==> src/wake_pkg.sv <==
// constants for the radio modem low power wake controller
package wake_pkg;
	localparam int unsigned CLK_HZ            = 200_000_000;
	localparam int unsigned CYC_PER_MS        = CLK_HZ / 1000;
	localparam int unsigned SAMPLE_MS         = 100;
	localparam int unsigned SAMPLE_CYC        = SAMPLE_MS * CYC_PER_MS;
	localparam int unsigned WAKE_READY_MIN_MS = 45;
	localparam int unsigned WAKE_READY_MAX_MS = 65;
	localparam int unsigned WAKE_READY_MS     = 55;
	localparam int unsigned WAKE_READY_CYC    = WAKE_READY_MS * CYC_PER_MS;
	localparam int unsigned SUSPEND_STEP_MS   = 50;
	localparam int unsigned SUSPEND_MAX_STEPS = 240;
	localparam int unsigned ACT_MAX_S         = 255;
	localparam int unsigned QUAL_WINDOW       = 15;
	localparam int unsigned SYNC_MARGIN_MS    = 5;
	// register byte offsets
	localparam logic [7:0] OFS_CTRL    = 8'h00;
	localparam logic [7:0] OFS_TIMING  = 8'h04;
	localparam logic [7:0] OFS_PREAMB  = 8'h08;
	localparam logic [7:0] OFS_STATUS  = 8'h0c;
	localparam logic [7:0] OFS_QUAL    = 8'h10;
	// ctrl fields
	localparam int unsigned CTRL_MASTER = 0;
	localparam int unsigned CTRL_SLEEP  = 1;
	localparam int unsigned CTRL_DOX    = 2;
	// reset values, bus transfer code and states
	localparam logic [7:0] RST_SUSPEND_STEPS = 8'h00;
	localparam logic [7:0] RST_ACT_S         = 8'h01;
	localparam logic [7:0] RST_EXTRA_MS      = 8'h00;
	localparam logic [1:0] HTRANS_NONSEQ     = 2'h2;
	typedef enum logic [2:0] {ST_AWAKE, ST_ACTIVE, ST_SUSPEND, ST_SAMPLE, ST_SLEEP,
		ST_WARMUP} pwr_e;
endpackage : wake_pkg

==> src/radio_modem_low_power_wake_control.sv <==
// low power sequencer with ahb-lite register slave
//
// Our own choices: the placing of the registers and the AHB-Lite register port.
`timescale 1ns/1ps
`default_nettype none

module radio_modem_low_power_wake_control
	import wake_pkg::*;
#(
	parameter int unsigned CYC_PER_MS_P = wake_pkg::CYC_PER_MS,
	parameter int unsigned SAMPLE_CYC_P = wake_pkg::SAMPLE_CYC,
	parameter int unsigned READY_CYC_P  = wake_pkg::WAKE_READY_CYC
)(
	// clock and reset
	input  wire logic        hclk,
	input  wire logic        hresetn,
	input  wire logic        clk_en,
	// ahb-lite slave
	input  wire logic        hsel,
	input  wire logic [31:0] haddr,
	input  wire logic [1:0]  htrans,
	input  wire logic        hwrite,
	input  wire logic [2:0]  hsize,
	input  wire logic [31:0] hwdata,
	input  wire logic        hready,
	output logic      [31:0] hrdata,
	output logic             hreadyout,
	output logic             hresp,
	// terminal and radio
	input  wire logic        com_rts,
	input  wire logic        setup_rts,
	input  wire logic        carrier_in,
	input  wire logic        data_decoded,
	input  wire logic        block_detected,
	input  wire logic        block_good,
	input  wire logic        tx_request,
	input  wire logic        tx_buf_nearly_full,
	// power and transmit control
	output logic             radio_power_on,
	output logic             rx_ready,
	output logic             tx_start,
	output logic      [15:0] tx_sync_ms,
	output logic             cts
);
	import wake_pkg::*;

	// synchronisers
	logic [1:0] com_s, set_s, car_s;
	logic [1:0] next_com_s, next_set_s, next_car_s;
	// registers
	logic       master, sleep_mode, data_operated_transmit_mode;
	logic [7:0] suspend_steps, act_s, extra_ms;
	logic       next_master, next_sleep_mode, next_dox;
	logic [7:0] next_suspend_steps, next_act_s, next_extra_ms;
	logic       wr_pend, next_wr_pend;
	logic [7:0] wr_addr, next_wr_addr;
	logic [31:0] next_hrdata;
	// sequencer
	pwr_e        state, next_state;
	logic [31:0] cyc, next_cyc;
	logic [31:0] ms_pre, next_ms_pre;
	logic [19:0] ms_cnt, next_ms_cnt;
	logic        seen, next_seen;
	logic [19:0] gap_ms, next_gap_ms;
	logic        gap_long, next_gap_long;
	logic        next_radio_power_on, next_rx_ready, next_tx_start, next_cts;
	logic [15:0] next_tx_sync_ms;
	// quality history
	logic [14:0] hist, next_hist;
	logic [3:0]  total, next_total;
	logic [3:0]  good_cnt;

	logic rts_any;
	logic ms_tick;

	function automatic logic [3:0] popcount15(input logic [14:0] v);
		logic [3:0] n;
		n = 4'h0;
		for (int i = 0; i < 15; i++)
			n = n + {3'h0, v[i]};
		return n;
	endfunction : popcount15

	function automatic logic [19:0] act_ms(input logic [7:0] s);
		return 20'(s) * 20'd1000;
	endfunction : act_ms

	function automatic logic [19:0] susp_ms(input logic [7:0] st);
		return 20'(st) * 20'(SUSPEND_STEP_MS);
	endfunction : susp_ms

	assign good_cnt = popcount15(hist);
	// sleep wakes on rts, or on clearing sleep mode or setting master; data from the terminal never wakes
	assign rts_any  = com_s[1] | set_s[1];
	assign ms_tick  = (ms_pre == 32'(CYC_PER_MS_P - 1));

	// ---- bus slave: zero wait, write data taken in data phase
	always_comb
	begin
		next_master        = master;
		next_sleep_mode    = sleep_mode;
		next_dox           = data_operated_transmit_mode;
		next_suspend_steps = suspend_steps;
		next_act_s         = act_s;
		next_extra_ms      = extra_ms;
		next_wr_pend       = 1'b0;
		next_wr_addr       = wr_addr;
		next_hrdata        = hrdata;
		if (wr_pend)
		begin
			if (wr_addr == OFS_CTRL)
			begin
				next_master     = hwdata[CTRL_MASTER];
				next_sleep_mode = hwdata[CTRL_SLEEP];
				next_dox        = hwdata[CTRL_DOX];
			end
			else if (wr_addr == OFS_TIMING)
			begin
				// out of range values are clamped
				next_suspend_steps = (hwdata[7:0] > 8'(SUSPEND_MAX_STEPS)) ?
					8'(SUSPEND_MAX_STEPS) : hwdata[7:0];
				next_act_s = (hwdata[15:8] == 8'h00) ? 8'h01 : hwdata[15:8];
			end
			else if (wr_addr == OFS_PREAMB)
				next_extra_ms = hwdata[7:0];
		end
		if (hsel && hready && htrans == HTRANS_NONSEQ)
		begin
			next_wr_pend = hwrite;
			next_wr_addr = haddr[7:0];
			if (!hwrite)
			begin
				if (haddr[7:0] == OFS_CTRL)
					next_hrdata = {29'h0, data_operated_transmit_mode, sleep_mode, master};
				else if (haddr[7:0] == OFS_TIMING)
					next_hrdata = {16'h0, act_s, suspend_steps};
				else if (haddr[7:0] == OFS_PREAMB)
					next_hrdata = {24'h0, extra_ms};
				else if (haddr[7:0] == OFS_STATUS)
					next_hrdata = {24'h0, 1'b0, gap_long, radio_power_on, rx_ready,
						cts, 3'(state)};
				else if (haddr[7:0] == OFS_QUAL)
					next_hrdata = {24'h0, total, good_cnt};
				else
					next_hrdata = 32'h0;
			end
		end
	end

	// ---- sequencer
	always_comb
	begin
		next_com_s    = {com_s[0], com_rts};
		next_set_s    = {set_s[0], setup_rts};
		next_car_s    = {car_s[0], carrier_in};
		next_state    = state;
		next_cyc      = cyc;
		next_ms_pre   = ms_tick ? 32'h0 : ms_pre + 32'h1;
		next_ms_cnt   = ms_cnt;
		next_seen     = seen | data_decoded;
		next_gap_ms   = gap_ms;
		next_gap_long = gap_long;
		next_tx_start = 1'b0;
		next_tx_sync_ms = tx_sync_ms;
		next_cts      = !tx_buf_nearly_full;
		if (ms_tick && ms_cnt != 20'h0)
			next_ms_cnt = ms_cnt - 20'h1;
		// master preamble tracking
		if (ms_tick && !gap_long)
		begin
			if (gap_ms >= act_ms(act_s))
				next_gap_long = 1'b1;
			else
				next_gap_ms = gap_ms + 20'h1;
		end
		if (tx_request && rx_ready)
		begin
			next_tx_start = 1'b1;
			next_tx_sync_ms = 16'(extra_ms) +
				((master && gap_long && suspend_steps != 8'h0) ?
				16'(susp_ms(suspend_steps) + 20'(SYNC_MARGIN_MS)) : 16'h0);
			next_gap_ms   = 20'h0;
			next_gap_long = 1'b0;
		end
		case (state)
			ST_AWAKE:
			begin
				if (sleep_mode && !master && !rts_any)
					next_state = ST_SLEEP;
				else if (!master && suspend_steps != 8'h0 && !rts_any)
				begin
					next_state  = ST_SUSPEND;
					next_ms_cnt = susp_ms(suspend_steps);
				end
			end
			ST_SUSPEND:
			begin
				if (rts_any)
				begin
					next_state = ST_WARMUP;
					next_cyc   = 32'(READY_CYC_P);
				end
				else if (master || suspend_steps == 8'h0)
					next_state = ST_AWAKE;
				else if (ms_tick && ms_cnt <= 20'h1)
				begin
					next_state = ST_SAMPLE;
					next_cyc   = 32'(SAMPLE_CYC_P);
				end
			end
			ST_SAMPLE:
			begin
				if (car_s[1] || rts_any)
				begin
					next_state  = ST_ACTIVE;
					next_ms_cnt = act_ms(act_s);
					next_seen   = 1'b0;
				end
				else if (master)
					next_state = ST_AWAKE;
				else if (cyc <= 32'h1)
				begin
					next_state  = ST_SUSPEND;
					next_ms_cnt = susp_ms(suspend_steps);
				end
				else
					next_cyc = cyc - 32'h1;
			end
			ST_ACTIVE:
			begin
				if (ms_tick && ms_cnt <= 20'h1)
				begin
					next_seen = 1'b0;
					if (seen || car_s[1] || data_decoded || rts_any)
						next_ms_cnt = act_ms(act_s);
					else if (suspend_steps == 8'h0 || master || sleep_mode)
						next_state = ST_AWAKE;
					else
					begin
						next_state  = ST_SUSPEND;
						next_ms_cnt = susp_ms(suspend_steps);
					end
				end
			end
			ST_SLEEP:
			begin
				if (rts_any)
				begin
					next_state = ST_WARMUP;
					next_cyc   = 32'(READY_CYC_P);
				end
				else if (!sleep_mode || master)
					next_state = ST_AWAKE;
			end
			default:
			begin
				if (cyc <= 32'h1)
				begin
					next_state  = ST_ACTIVE;
					next_ms_cnt = act_ms(act_s);
					next_seen   = 1'b0;
				end
				else
					next_cyc = cyc - 32'h1;
			end
		endcase
		next_radio_power_on = (next_state != ST_SUSPEND) && (next_state != ST_SLEEP);
		next_rx_ready = (next_state == ST_AWAKE) || (next_state == ST_ACTIVE) ||
			(next_state == ST_SAMPLE);
	end

	// ---- quality window
	always_comb
	begin
		next_hist  = hist;
		next_total = total;
		if (block_detected)
		begin
			next_hist = {hist[13:0], block_good};
			if (total != 4'(QUAL_WINDOW))
				next_total = total + 4'h1;
		end
	end

	always_ff @(posedge hclk or negedge hresetn)
	begin
		if (!hresetn)
		begin
			master <= 1'b0; sleep_mode <= 1'b0; data_operated_transmit_mode <= 1'b0;
			suspend_steps <= RST_SUSPEND_STEPS; act_s <= RST_ACT_S;
			extra_ms <= RST_EXTRA_MS; wr_pend <= 1'b0; wr_addr <= 8'h00;
			hrdata <= 32'h0; com_s <= 2'h0; set_s <= 2'h0; car_s <= 2'h0;
			state <= ST_AWAKE; cyc <= 32'h0; ms_pre <= 32'h0; ms_cnt <= 20'h0;
			seen <= 1'b0; gap_ms <= 20'h0; gap_long <= 1'b1;
			radio_power_on <= 1'b1; rx_ready <= 1'b1; tx_start <= 1'b0;
			tx_sync_ms <= 16'h0; cts <= 1'b0; hist <= 15'h0; total <= 4'h0;
		end
		else if (clk_en)
		begin
			master <= next_master; sleep_mode <= next_sleep_mode; data_operated_transmit_mode <= next_dox;
			suspend_steps <= next_suspend_steps; act_s <= next_act_s;
			extra_ms <= next_extra_ms; wr_pend <= next_wr_pend; wr_addr <= next_wr_addr;
			hrdata <= next_hrdata; com_s <= next_com_s; set_s <= next_set_s;
			car_s <= next_car_s; state <= next_state; cyc <= next_cyc;
			ms_pre <= next_ms_pre; ms_cnt <= next_ms_cnt; seen <= next_seen;
			gap_ms <= next_gap_ms; gap_long <= next_gap_long;
			radio_power_on <= next_radio_power_on; rx_ready <= next_rx_ready;
			tx_start <= next_tx_start; tx_sync_ms <= next_tx_sync_ms; cts <= next_cts;
			hist <= next_hist; total <= next_total;
		end
	end

	// slave never stalls and never errors
	assign hreadyout = 1'b1;
	assign hresp     = 1'b0;
endmodule : radio_modem_low_power_wake_control

`default_nettype wire

==> config.mk <==
export PLATFORM = sky130hd
export DESIGN_NAME = radio_modem_low_power_wake_control
export DESIGN_NICKNAME = d
export VERILOG_FILES = /design/src/wake_pkg.sv /design/src/radio_modem_low_power_wake_control.sv
export SDC_FILE = /design/constraint.sdc
export NUM_CORES = 1
export LEC_CHECK = 0
export ABC_AREA = 1
export BUFFER_PORTS_ARGS = -buffer_cell sky130_fd_sc_hd__buf_4
export CORE_MARGIN = 4
export CORE_UTILIZATION = 50
export CTS_CLUSTER_DIAMETER = 40
export CTS_CLUSTER_SIZE = 20
export DETAILED_ROUTE_END_ITERATION = 10
export PLACE_DENSITY = 0.74
export RECOVER_POWER = 25
export SYNTH_ARGS = -nofsm -noshare
export SYNTH_HDL_FRONTEND = slang
export SYNTH_SLANG_ARGS = --single-unit
==> constraint.sdc <==
create_clock -name hclk -period 5.55 [get_ports hclk]
set_clock_uncertainty 0.2 [all_clocks]
set_input_delay 0.555 -clock hclk [delete_from_list [all_inputs] [get_ports hclk]]
set_output_delay 0.555 -clock hclk [all_outputs]
set_load 0.01 [all_outputs]
[Word-level counts from Yosys, hierarchy flattened]
Cells that the tools add are included.
Storage, ports and cells
  bits in registers: 222
  bits in latches: 0
  RAM bits: 0
  ROM bits: 0
  bits of input ports: 83
  output and inout port bits: 54
  logic and storage cells: 188
  memories kept: 0
Cells by class
  add/sub/neg operators: 21
  multipliers: 2
  divide/modulo/power cells: 0
  magnitude comparators: 4
  eq/ne operators: 23
  shift operators: 0
  mux-type cells: 55
  bitwise logic cells: 6
  reduce and logical (&&, ||, !) cells: 51
Operators with widths (count)
  20-bit two-way mux: 13
  32-bit two-way mux: 8
  32-bit one-hot mux with 4 select lines: 1
  20-bit one-hot mux with 4 select lines: 1
  4-bit by 1-bit adder with 4-bit output: 11
  8-bit two-way mux: 5
  3-bit two-way mux: 13
  32-bit by 1-bit adder with 32-bit output (second input constant): 1
  32-bit by 18-bit equality test with 1-bit output (second input constant): 1
  32-bit by 1-bit <= comparator with 1-bit output (second input constant): 1
  8-bit zero test: 4
  16-bit two-way mux: 2
  32-bit by 1-bit subtractor with 32-bit output (second input constant): 1
  8-bit by 4-bit equality test with 1-bit output (second input constant): 3
  20-bit by 1-bit adder with 20-bit output (second input constant): 1
  20-bit by 18-bit greater-or-equal comparator with 1-bit output: 1
  20-bit by 1-bit <= comparator with 1-bit output (second input constant): 1
  20-bit nonzero test: 1
  20-bit by 1-bit subtractor with 20-bit output (second input constant): 1
  8-bit by 15-bit adder with 16-bit output: 1
  8-bit by 3-bit equality test with 1-bit output (second input constant): 2
  14-bit by 3-bit adder with 15-bit output (second input constant): 1
  8-bit by 7-bit multiplier with 15-bit output (second input constant): 1
  15-bit two-way mux: 1
  other kinds (35): 86

[Depth between registers and ports, before layout]
Gate-level depths: netlist of the first run.
  depth after elaboration: 19
  gate-level depth with buffers: 31
  depth with buffers taken out: 30

[Least setup slack after synthesis of the first run]
OpenSTA, ideal clock, no wires.
  path kind: register to register
  start point: register act_s[1]
  end point: register gap_ms[10]
  library setup time: 0.117 ns
  arrival time: 4.860 ns
  required time: 5.233 ns
  slack: 0.373 ns
  cell stages (with the launch flop): 32
  buffers on the path: 1
  clock period less this slack: 5.177 ns
  cells stage by stage: dfrtp_1 inv_1 fa_1 fa_1 fa_1 fa_1 inv_1 ha_1 nand2_1 nor2_1 nand2_1 nand3_1 xor2_1 inv_1 ha_1 nand2_1 inv_1 nor3_1 nand2_1 nand2_1 nand2_1 nand2_1 nand2_1 nand2_1 nand2_1 nand2_1 nand2_1 nand2_2 nand2_4 buf_4 nand2_1 nand2_1
Between the ends
  word-level cells in the longest chain between the ends: 4
Ends and longest elaborated chain
  start, declared: RTL line radio_modem_low_power_wake_control.sv:52  | logic [7:0] suspend_steps, act_s, extra_ms;
  start signal, assigned: RTL line radio_modem_low_power_wake_control.sv:301  | suspend_steps <= next_suspend_steps; act_s <= next_act_s;
  8-bit by 7-bit multiplier with 15-bit output: RTL line radio_modem_low_power_wake_control.sv:85  | return 20'(s) * 20'd1000;
  20-bit by 18-bit greater-or-equal comparator with 1-bit output: RTL line radio_modem_low_power_wake_control.sv:171  | if (gap_ms >= act_ms(act_s))
  2-bit by 1-bit inequality test with 1-bit output (no line)
  3-bit AND reduction (no line)
  end signal, assigned: RTL line radio_modem_low_power_wake_control.sv:306  | gap_ms <= next_gap_ms; gap_long <= next_gap_long;
  end, declared: RTL line radio_modem_low_power_wake_control.sv:64  | logic [19:0] gap_ms, next_gap_ms;
No other way between the ends.
A chain may end at the register's enable or synchronous reset.

[Worst setup path after layout of the first run]
  start point: register act_s[2]
  end point: register gap_ms[13]
The elaborated chain is that of the path after synthesis.

==> key figures, run 1 <==
Outcome
  – Outcome: complete, but fails checks
  – Failing checks: capacitance limit, slew limit

Global route
  – Number of global-route vias before repair: 14700
  – First-pass GRT wire length: between 70000 and 80000 um
  – Antenna violations before repair: 0
  – Largest net degree at the start of global routing: between 100 and 150
  – GRT Total Usage: 0.236
  – Total grt overflow: 0

STA
  – Actual slew at the worst max-slew pin: 2.39 ns
  – Final period util: 0.961
  – Minimum clock period: 5.33 ns
  – Final Hold Vio Count: 0
  – Final WS setup: approximately 0.22 ns
  – Peak Freq: 187 MHz
  – Relative slew slack: -0.591
  – Final slew viol count: 170
  – Final-report setup violation count: 0

Route
  – Via count: 15000
  – DRC: 0
  – Vias per inst: 5.43
  – Remaining antenna violation count: 0
  – Post-Route WL: 42600 um
  – Drt first pass iters: 6
  – Avg WL per Cell: 15.4 um
  – Initial DRC count: 1115

Setup path
  – CP max stage delay: approximately 0.54 ns
  – Most common cell on crit path: nand2_1
  – Crit path required time: roughly 5.7 ns
  – Worst setup SP type: flip-flop
  – CP Max Fanout: 6
  – Worst Path Arrival: 5.53 ns
  – CP max stage cell: fa_1
  – Crit end category: flip-flop
  – Worst setup path class: reg2reg

Layout
  – Growth of design area from synthesis to finish: 14.7%
  – Fillers: 2871
  – Number of diodes: 0
  – Most common cell after layout, fill and taps aside: nand2_1
  – Nets: 2553
  – Commonest non-fill, non-tap cells in the layout: nand2_1, inv_1, nor2_1, dfrtp_1, o21ai_0
  – Share of cells above drive strength 1: 0.101

Yosys
  – Avg Cell Area, Syn: 7.21 um2
  – Mapped cell area: 0.0162 mm2
  – Warnings from Yosys: 0
  – Register area share after synthesis: 0.319
  – Post-synth top flop: dfrtp_1
  – Cells after Synth: 2241
  – Async SR Flop Fraction: 1.00
  – Seq cells post-synth: 206
  – Synth cell types: 61
  – Cell taking the most area after synthesis: dfrtp_1
  – Share of the synthesized area in the top cell type: 0.313
  – Synth area leaders: dfrtp_1, nand2_1, ha_1
  – Post-synth EDFFs: 0

Pwr
  – Final Power: roughly 9.1 mW
  – Peak VDD IR: 0.387 mV
  – Power Density: 493 mW/mm2
  – Leak Pwr: 9.30 nW

Clock tree
  – CTS root buffer: clkbuf_16
  – Reg clk slew, reported paths: 0.05 ns
  – Clk Latency, worst-skew pair: 0.53 ns
  – Num CTS Buffers: 39
  – CTS tree: built
  – Htree depth: 2
  – CTS Buffer Depth: 3
  – CTS sink count: roughly 210

Placed design
  – DP HPWL: 31300 um
  – Pre-CTS setup slack: 0.0877 ns
  – GPL Wtd Cong: 0.932
  – I/O Buffers: 75

Worst hold path
  – Min-Delay Path Class: in2reg

Run
  – Max cap viols: 3

Die
  – Core Area: 0.0317 mm2
  – # rows: between 60 and 70
  – Num ports: 137
  – Die Y: 188 um
  – Initial Util: 0.509
  – Die Span X: 188 um
  – Die area: 0.0352 mm2
-- where the power goes --
| part | leakage [nW] | internal, mW | total (mW) | switching [mW] |
|---|---|---|---|---|
| registers | 2.58 | 1.79 | 2.09 | 0.299 |
| logic | 6.08 | 1.68 | 4.60 | 2.91 |
| clock network | 0.639 | 1.59 | 2.44 | 0.845 |
| total | 9.30 | 5.07 | 9.13 | 4.06 |
-- metrics by stage --
step / area, um2 / TNS [ns] / cells / hold slack (ns) / util
after detailed placement: 17100 / 0 / 2687 / 0.254 / 0.538
final: 18500 / 0 / 2765 / 0.0365 / 0.584
after floorplan: 16200 / 0 / 2257 / 0.0594 / -
after CTS: 18400 / 0 / 2758 / 0.0202 / 0.580
after global routing: 18500 / -0.657 / 2765 / 0.0595 / 0.584
after global placement: 17100 / 0 / 2687 / 0.251 / 0.538
-- worst max-delay path: cells and delay by family (launching register included) --
kind / cells / cell delay, ns
xor+xnor: 1 / 0.15
fa+ha+maj: 6 / 2.60
buf+inv: 4 / 0.41
flops: 1 / 0.43
simple gates: 19 / 1.39
-- area by class of cell --
cell class              instances  area (um2)  area share
multi-input cells            1657        9520       0.514
flip-flops and latches        206        5160       0.279
inverters                     333        1250      0.0675
clock buffers                  45        1010      0.0544
repair buffers                 98         768      0.0415
well taps                     402         503      0.0272
clock inverters                24         313      0.0169
-- metal layers --
layer / up-vias / wire length [um] / track usage
met5: - / 0 / 0
met4: 0 / 1420 / 0.0887
met3: 87 / 2490 / 0.0346
met2: 475 / 19700 / 0.391
met1: 7057 / 19000 / 0.315
li1: 7399 / - / -
-- state kept, by name, indices dropped and copies added (netlist names), 2 cells and up --
name and cells:
cyc 32, com_s 2, car_s 2, ms_cnt 20, suspend_steps 8, state 3
hist 15, extra_ms 8, act_s 8, tx_sync_ms 16, hrdata 16, wr_addr 8
ms_pre 32, gap_ms 20, total 4, set_s 2
-- synthesized netlist by cell type, drive strengths merged (7+ instances only) --
cell type  number
xnor2          15
fa             36
nand2         560
clkbuf         22
o21ai         164
nor4           20
nor3           58
a21oi          82
nand3         134
xor2           67
nand4          45
nor2          261
nand3b         12
a22oi           7
inv           329
dfrtp         202
buf            40
ha             99
o31ai          23
-- cells by family after synthesis --
group	share of synthesized area
AOI/OAI and AO/OA	0.115
adders and majority gates	0.121
DFF	0.319
buffers and inverters	0.0996
other	0.000465
muxes	0.00279
and+or+nand+nor	0.297
xor gates and xnor gates	0.0445
-- worst paths after layout --
check	from	endpoint	slack, ns	depth (start not counted)
max	act_s[2]	gap_ms[13]	0.22	30
min	com_rts	com_s[0]	0.04	3
max reg2reg	act_s[2]	gap_ms[13]	0.22	30
min reg2reg	tx_sync_ms[15]	tx_sync_ms[15]	0.27	2
max in group asynchronous	hresetn	act_s[2]	2.53	3
min in group asynchronous	hresetn	ms_pre[12]	1.07	2
-- timing repair --
action                                  4_1_cts  5_1_grt
endpoints found under the setup margin        0       21
gates resized for setup                       0       17
hold buffers                                  2        0
setup buffers                                 0        5
endpoints found under the hold margin        91        0
No activity file was read; power rests on OpenSTA's default activity.
==> inputs of run 2 (changes only) <==
--- a/config.mk
+++ b/config.mk
@@ -9,6 +9,7 @@
 export BUFFER_PORTS_ARGS = -buffer_cell sky130_fd_sc_hd__buf_4
 export CORE_MARGIN = 4
 export CORE_UTILIZATION = 50
+export CTS_BUF_LIST = sky130_fd_sc_hd__clkbuf_4 sky130_fd_sc_hd__clkbuf_8 sky130_fd_sc_hd__clkbuf_16
 export CTS_CLUSTER_DIAMETER = 40
 export CTS_CLUSTER_SIZE = 20
 export DETAILED_ROUTE_END_ITERATION = 10
==> run 2 against run 1 <==
Compared with the run above: the flow still finishes with violations (capacitance limit, slew limit); worst setup slack got worse by 0.014 ns; combinational power barely moved; wire length grew 0.25%; total power is 0.33% higher; core utilization is 0.067 points higher; critical path type unchanged; critical endpoint unchanged.
==> key figures, run 2 (synthesis results as in run 1) <==
Outcome
  – Outcome: complete, but fails checks (unchanged)
  – Failing checks: capacitance limit, slew limit (unchanged)

Worst hold path
  – Min-Delay Path Class: in2reg (unchanged)

Route
  – DRC: 0 (unchanged)
  – Post-Route WL: 42700 um (was 42600 um)
  – Remaining antenna violation count: 0 (unchanged)
  – Drt first pass iters: 6 (unchanged)
  – Vias per inst: 5.44 (was 5.43)
  – Avg WL per Cell: 15.5 um (was 15.4 um)
  – Initial DRC count: 1120 (was 1115)
  – Via count: 15000 (about the same)

Pwr
  – Power share of the sequential group: 0.229 (about the same)
  – Leak Pwr: 9.32 nW (was 9.30 nW)
  – Power Density: 494 mW/mm2 (was 493 mW/mm2)
  – Final Power: 9.16 mW (was 9.13 mW)
  – Switch share: 0.444 (was 0.445)
  – Internal power: 5.09 mW (was 5.07 mW)
  – Peak VDD IR: 0.388 mV (was 0.387 mV)
  – Clock Power Share: 0.268 (was 0.267)
  – Comb pwr share: 0.503 (was 0.504)
  – Psw: 4.06 mW (about the same)

STA
  – Final slew viol count: 170 (unchanged)
  – Final-report setup violation count: 0 (unchanged)
  – Relative slew slack: -0.588 (was -0.591)
  – Fin Setup TNS: 0 ns (unchanged)
  – Peak Freq: 187 MHz (about the same)
  – Final Hold Vio Count: 0 (unchanged)
  – Final period util: 0.964 (was 0.961)
  – Minimum clock period: 5.35 ns (was 5.33 ns)
  – Final WS setup: 0.202 ns (was 0.216 ns)
  – Actual slew at the worst max-slew pin: 2.38 ns (was 2.39 ns)
  – Hold slack final: 0.0376 ns (was 0.0365 ns)

Run
  – Max cap viols: 3 (unchanged)

Placed design
  – Pre-CTS setup slack: 0.0877 ns (unchanged)
  – Placed cells: 2687 (unchanged)
  – Post-DP Area: 0.0171 mm2 (unchanged)
  – GPL Wtd Cong: 0.932 (unchanged)
  – I/O Buffers: 75 (unchanged)
  – DP HPWL: 31300 um (unchanged)

Clock tree
  – Num CTS Buffers: 39 (unchanged)
  – CTS root buffer: clkbuf_16 (unchanged)
  – Reg clk slew, reported paths: 0.05 ns (about the same)
  – CTS sink count: 206 (unchanged)
  – CTS tree: built (unchanged)
  – Clk Latency, worst-skew pair: 0.53 ns (about the same)
  – Htree depth: 2 (unchanged)
  – CTS Buffer Depth: 3 (unchanged)

Die
  – Num ports: 137 (unchanged)
  – Die Span X: 188 um (unchanged)
  – Die area: 0.0352 mm2 (unchanged)
  – Initial Util: 0.509 (unchanged)
  – Core Area: 0.0317 mm2 (unchanged)
  – Die Y: 188 um (unchanged)
  – # rows: 65 (unchanged)

Layout
  – Top flop regs: cyc: 32 flops, ms_pre: 32 flops (unchanged)
  – Most common cell after layout, fill and taps aside: nand2_1 (unchanged)
  – Fillers: 2867 (was 2871)
  – Non-filler cells, final: 2766 (was 2765)
  – Commonest non-fill, non-tap cells in the layout: nand2_1, inv_1, nor2_1, dfrtp_1, o21ai_0 (unchanged)
  – Fin util: 0.585 (was 0.584)
  – Share of cells above drive strength 1: 0.103 (was 0.101)
  – Growth of design area from synthesis to finish: 14.8% (was 14.7%)
  – Design Area, Final: 0.0185 mm2 (about the same)
  – Nets: 2553 (unchanged)

Global route
  – Largest net degree at the start of global routing: 116 (unchanged)
  – Total grt overflow: 0 (unchanged)
  – Number of global-route vias before repair: 14700 (about the same)
  – GRT Total Usage: 0.236 (about the same)
  – First-pass GRT wire length: 70500 um (about the same)
  – Antenna violations before repair: 0 (unchanged)

Setup path
  – Worst setup SP type: flip-flop (unchanged)
  – CP max stage delay: 0.54 ns (about the same)
  – Worst setup path class: reg2reg (unchanged)
  – Crit path required time: 5.74 ns (about the same)
  – CP max stage cell: fa_1 (unchanged)
  – Crit end category: flip-flop (unchanged)
  – Most common cell on crit path: nand2_1 (unchanged)
  – Worst Path Arrival: 5.54 ns (was 5.53 ns)
  – CP Max Fanout: 6 (unchanged)
run 2: cell type report:
cell class              count  area (um2)  area share
clock buffers              45        1030      0.0554
multi-input cells        1657        9520       0.513
flip-flops and latches    206        5160       0.278
inverters                 333        1250      0.0674
diodes                      1        2.50    0.000135
well taps                 402         503      0.0271
repair buffers             98         768      0.0414
clock inverters            24         313      0.0169
run 2: final timing paths:
| kind | startpoint | endpoint | slack [ns] | depth (start not counted) |
|---|---|---|---|---|
| setup reg to reg | act_s[2] | gap_ms[13] | 0.20 | 30 |
| hold reg to reg | tx_sync_ms[15] | tx_sync_ms[15] | 0.27 | 2 |
| max in group asynchronous | hresetn | act_s[2] | 2.47 | 3 |
| setup / recovery | act_s[2] | gap_ms[13] | 0.20 | 30 |
| min in group asynchronous | hresetn | ms_pre[12] | 1.07 | 2 |
| hold / removal | com_rts | com_s[0] | 0.04 | 3 |
run 2: worst max-delay path, delay by kind of cell, from the launching register on:
family                     cells  cell delay (ns)
and+or+nand+nor               19             1.40
buffers and inverters          4             0.41
xor gates and xnor gates       1             0.15
adders and majority gates      6             2.61
DFF                            1             0.43
run 2: power groups by stage:
| stage | sequential [mW] | clock (mW) | combinational (mW) |
|---|---|---|---|
| global route | 2.14 | 2.57 | 5.23 |
| detailed placement | 2.11 | 0 | 4.30 |
| floorplan | 2.04 | 0 | 3.21 |
| global placement | 2.10 | 0 | 4.20 |
| CTS | 2.09 | 2.50 | 4.34 |
| finish | 2.09 | 2.46 | 4.60 |
run 2: what timing repair did:
action	in CTS	in global routing
hold buffers	2	0
setup buffers	0	5
hold endpoints to repair	91	0
setup endpoints to repair	0	21
resized for setup	0	17
run 2: layer usage:
layer | part of all wire | global-route usage
met1 | 0.45 | 0.315
met2 | 0.46 | 0.391
met3 | 0.056 | 0.0346
met4 | 0.033 | 0.0887
met5 | 0 | 0
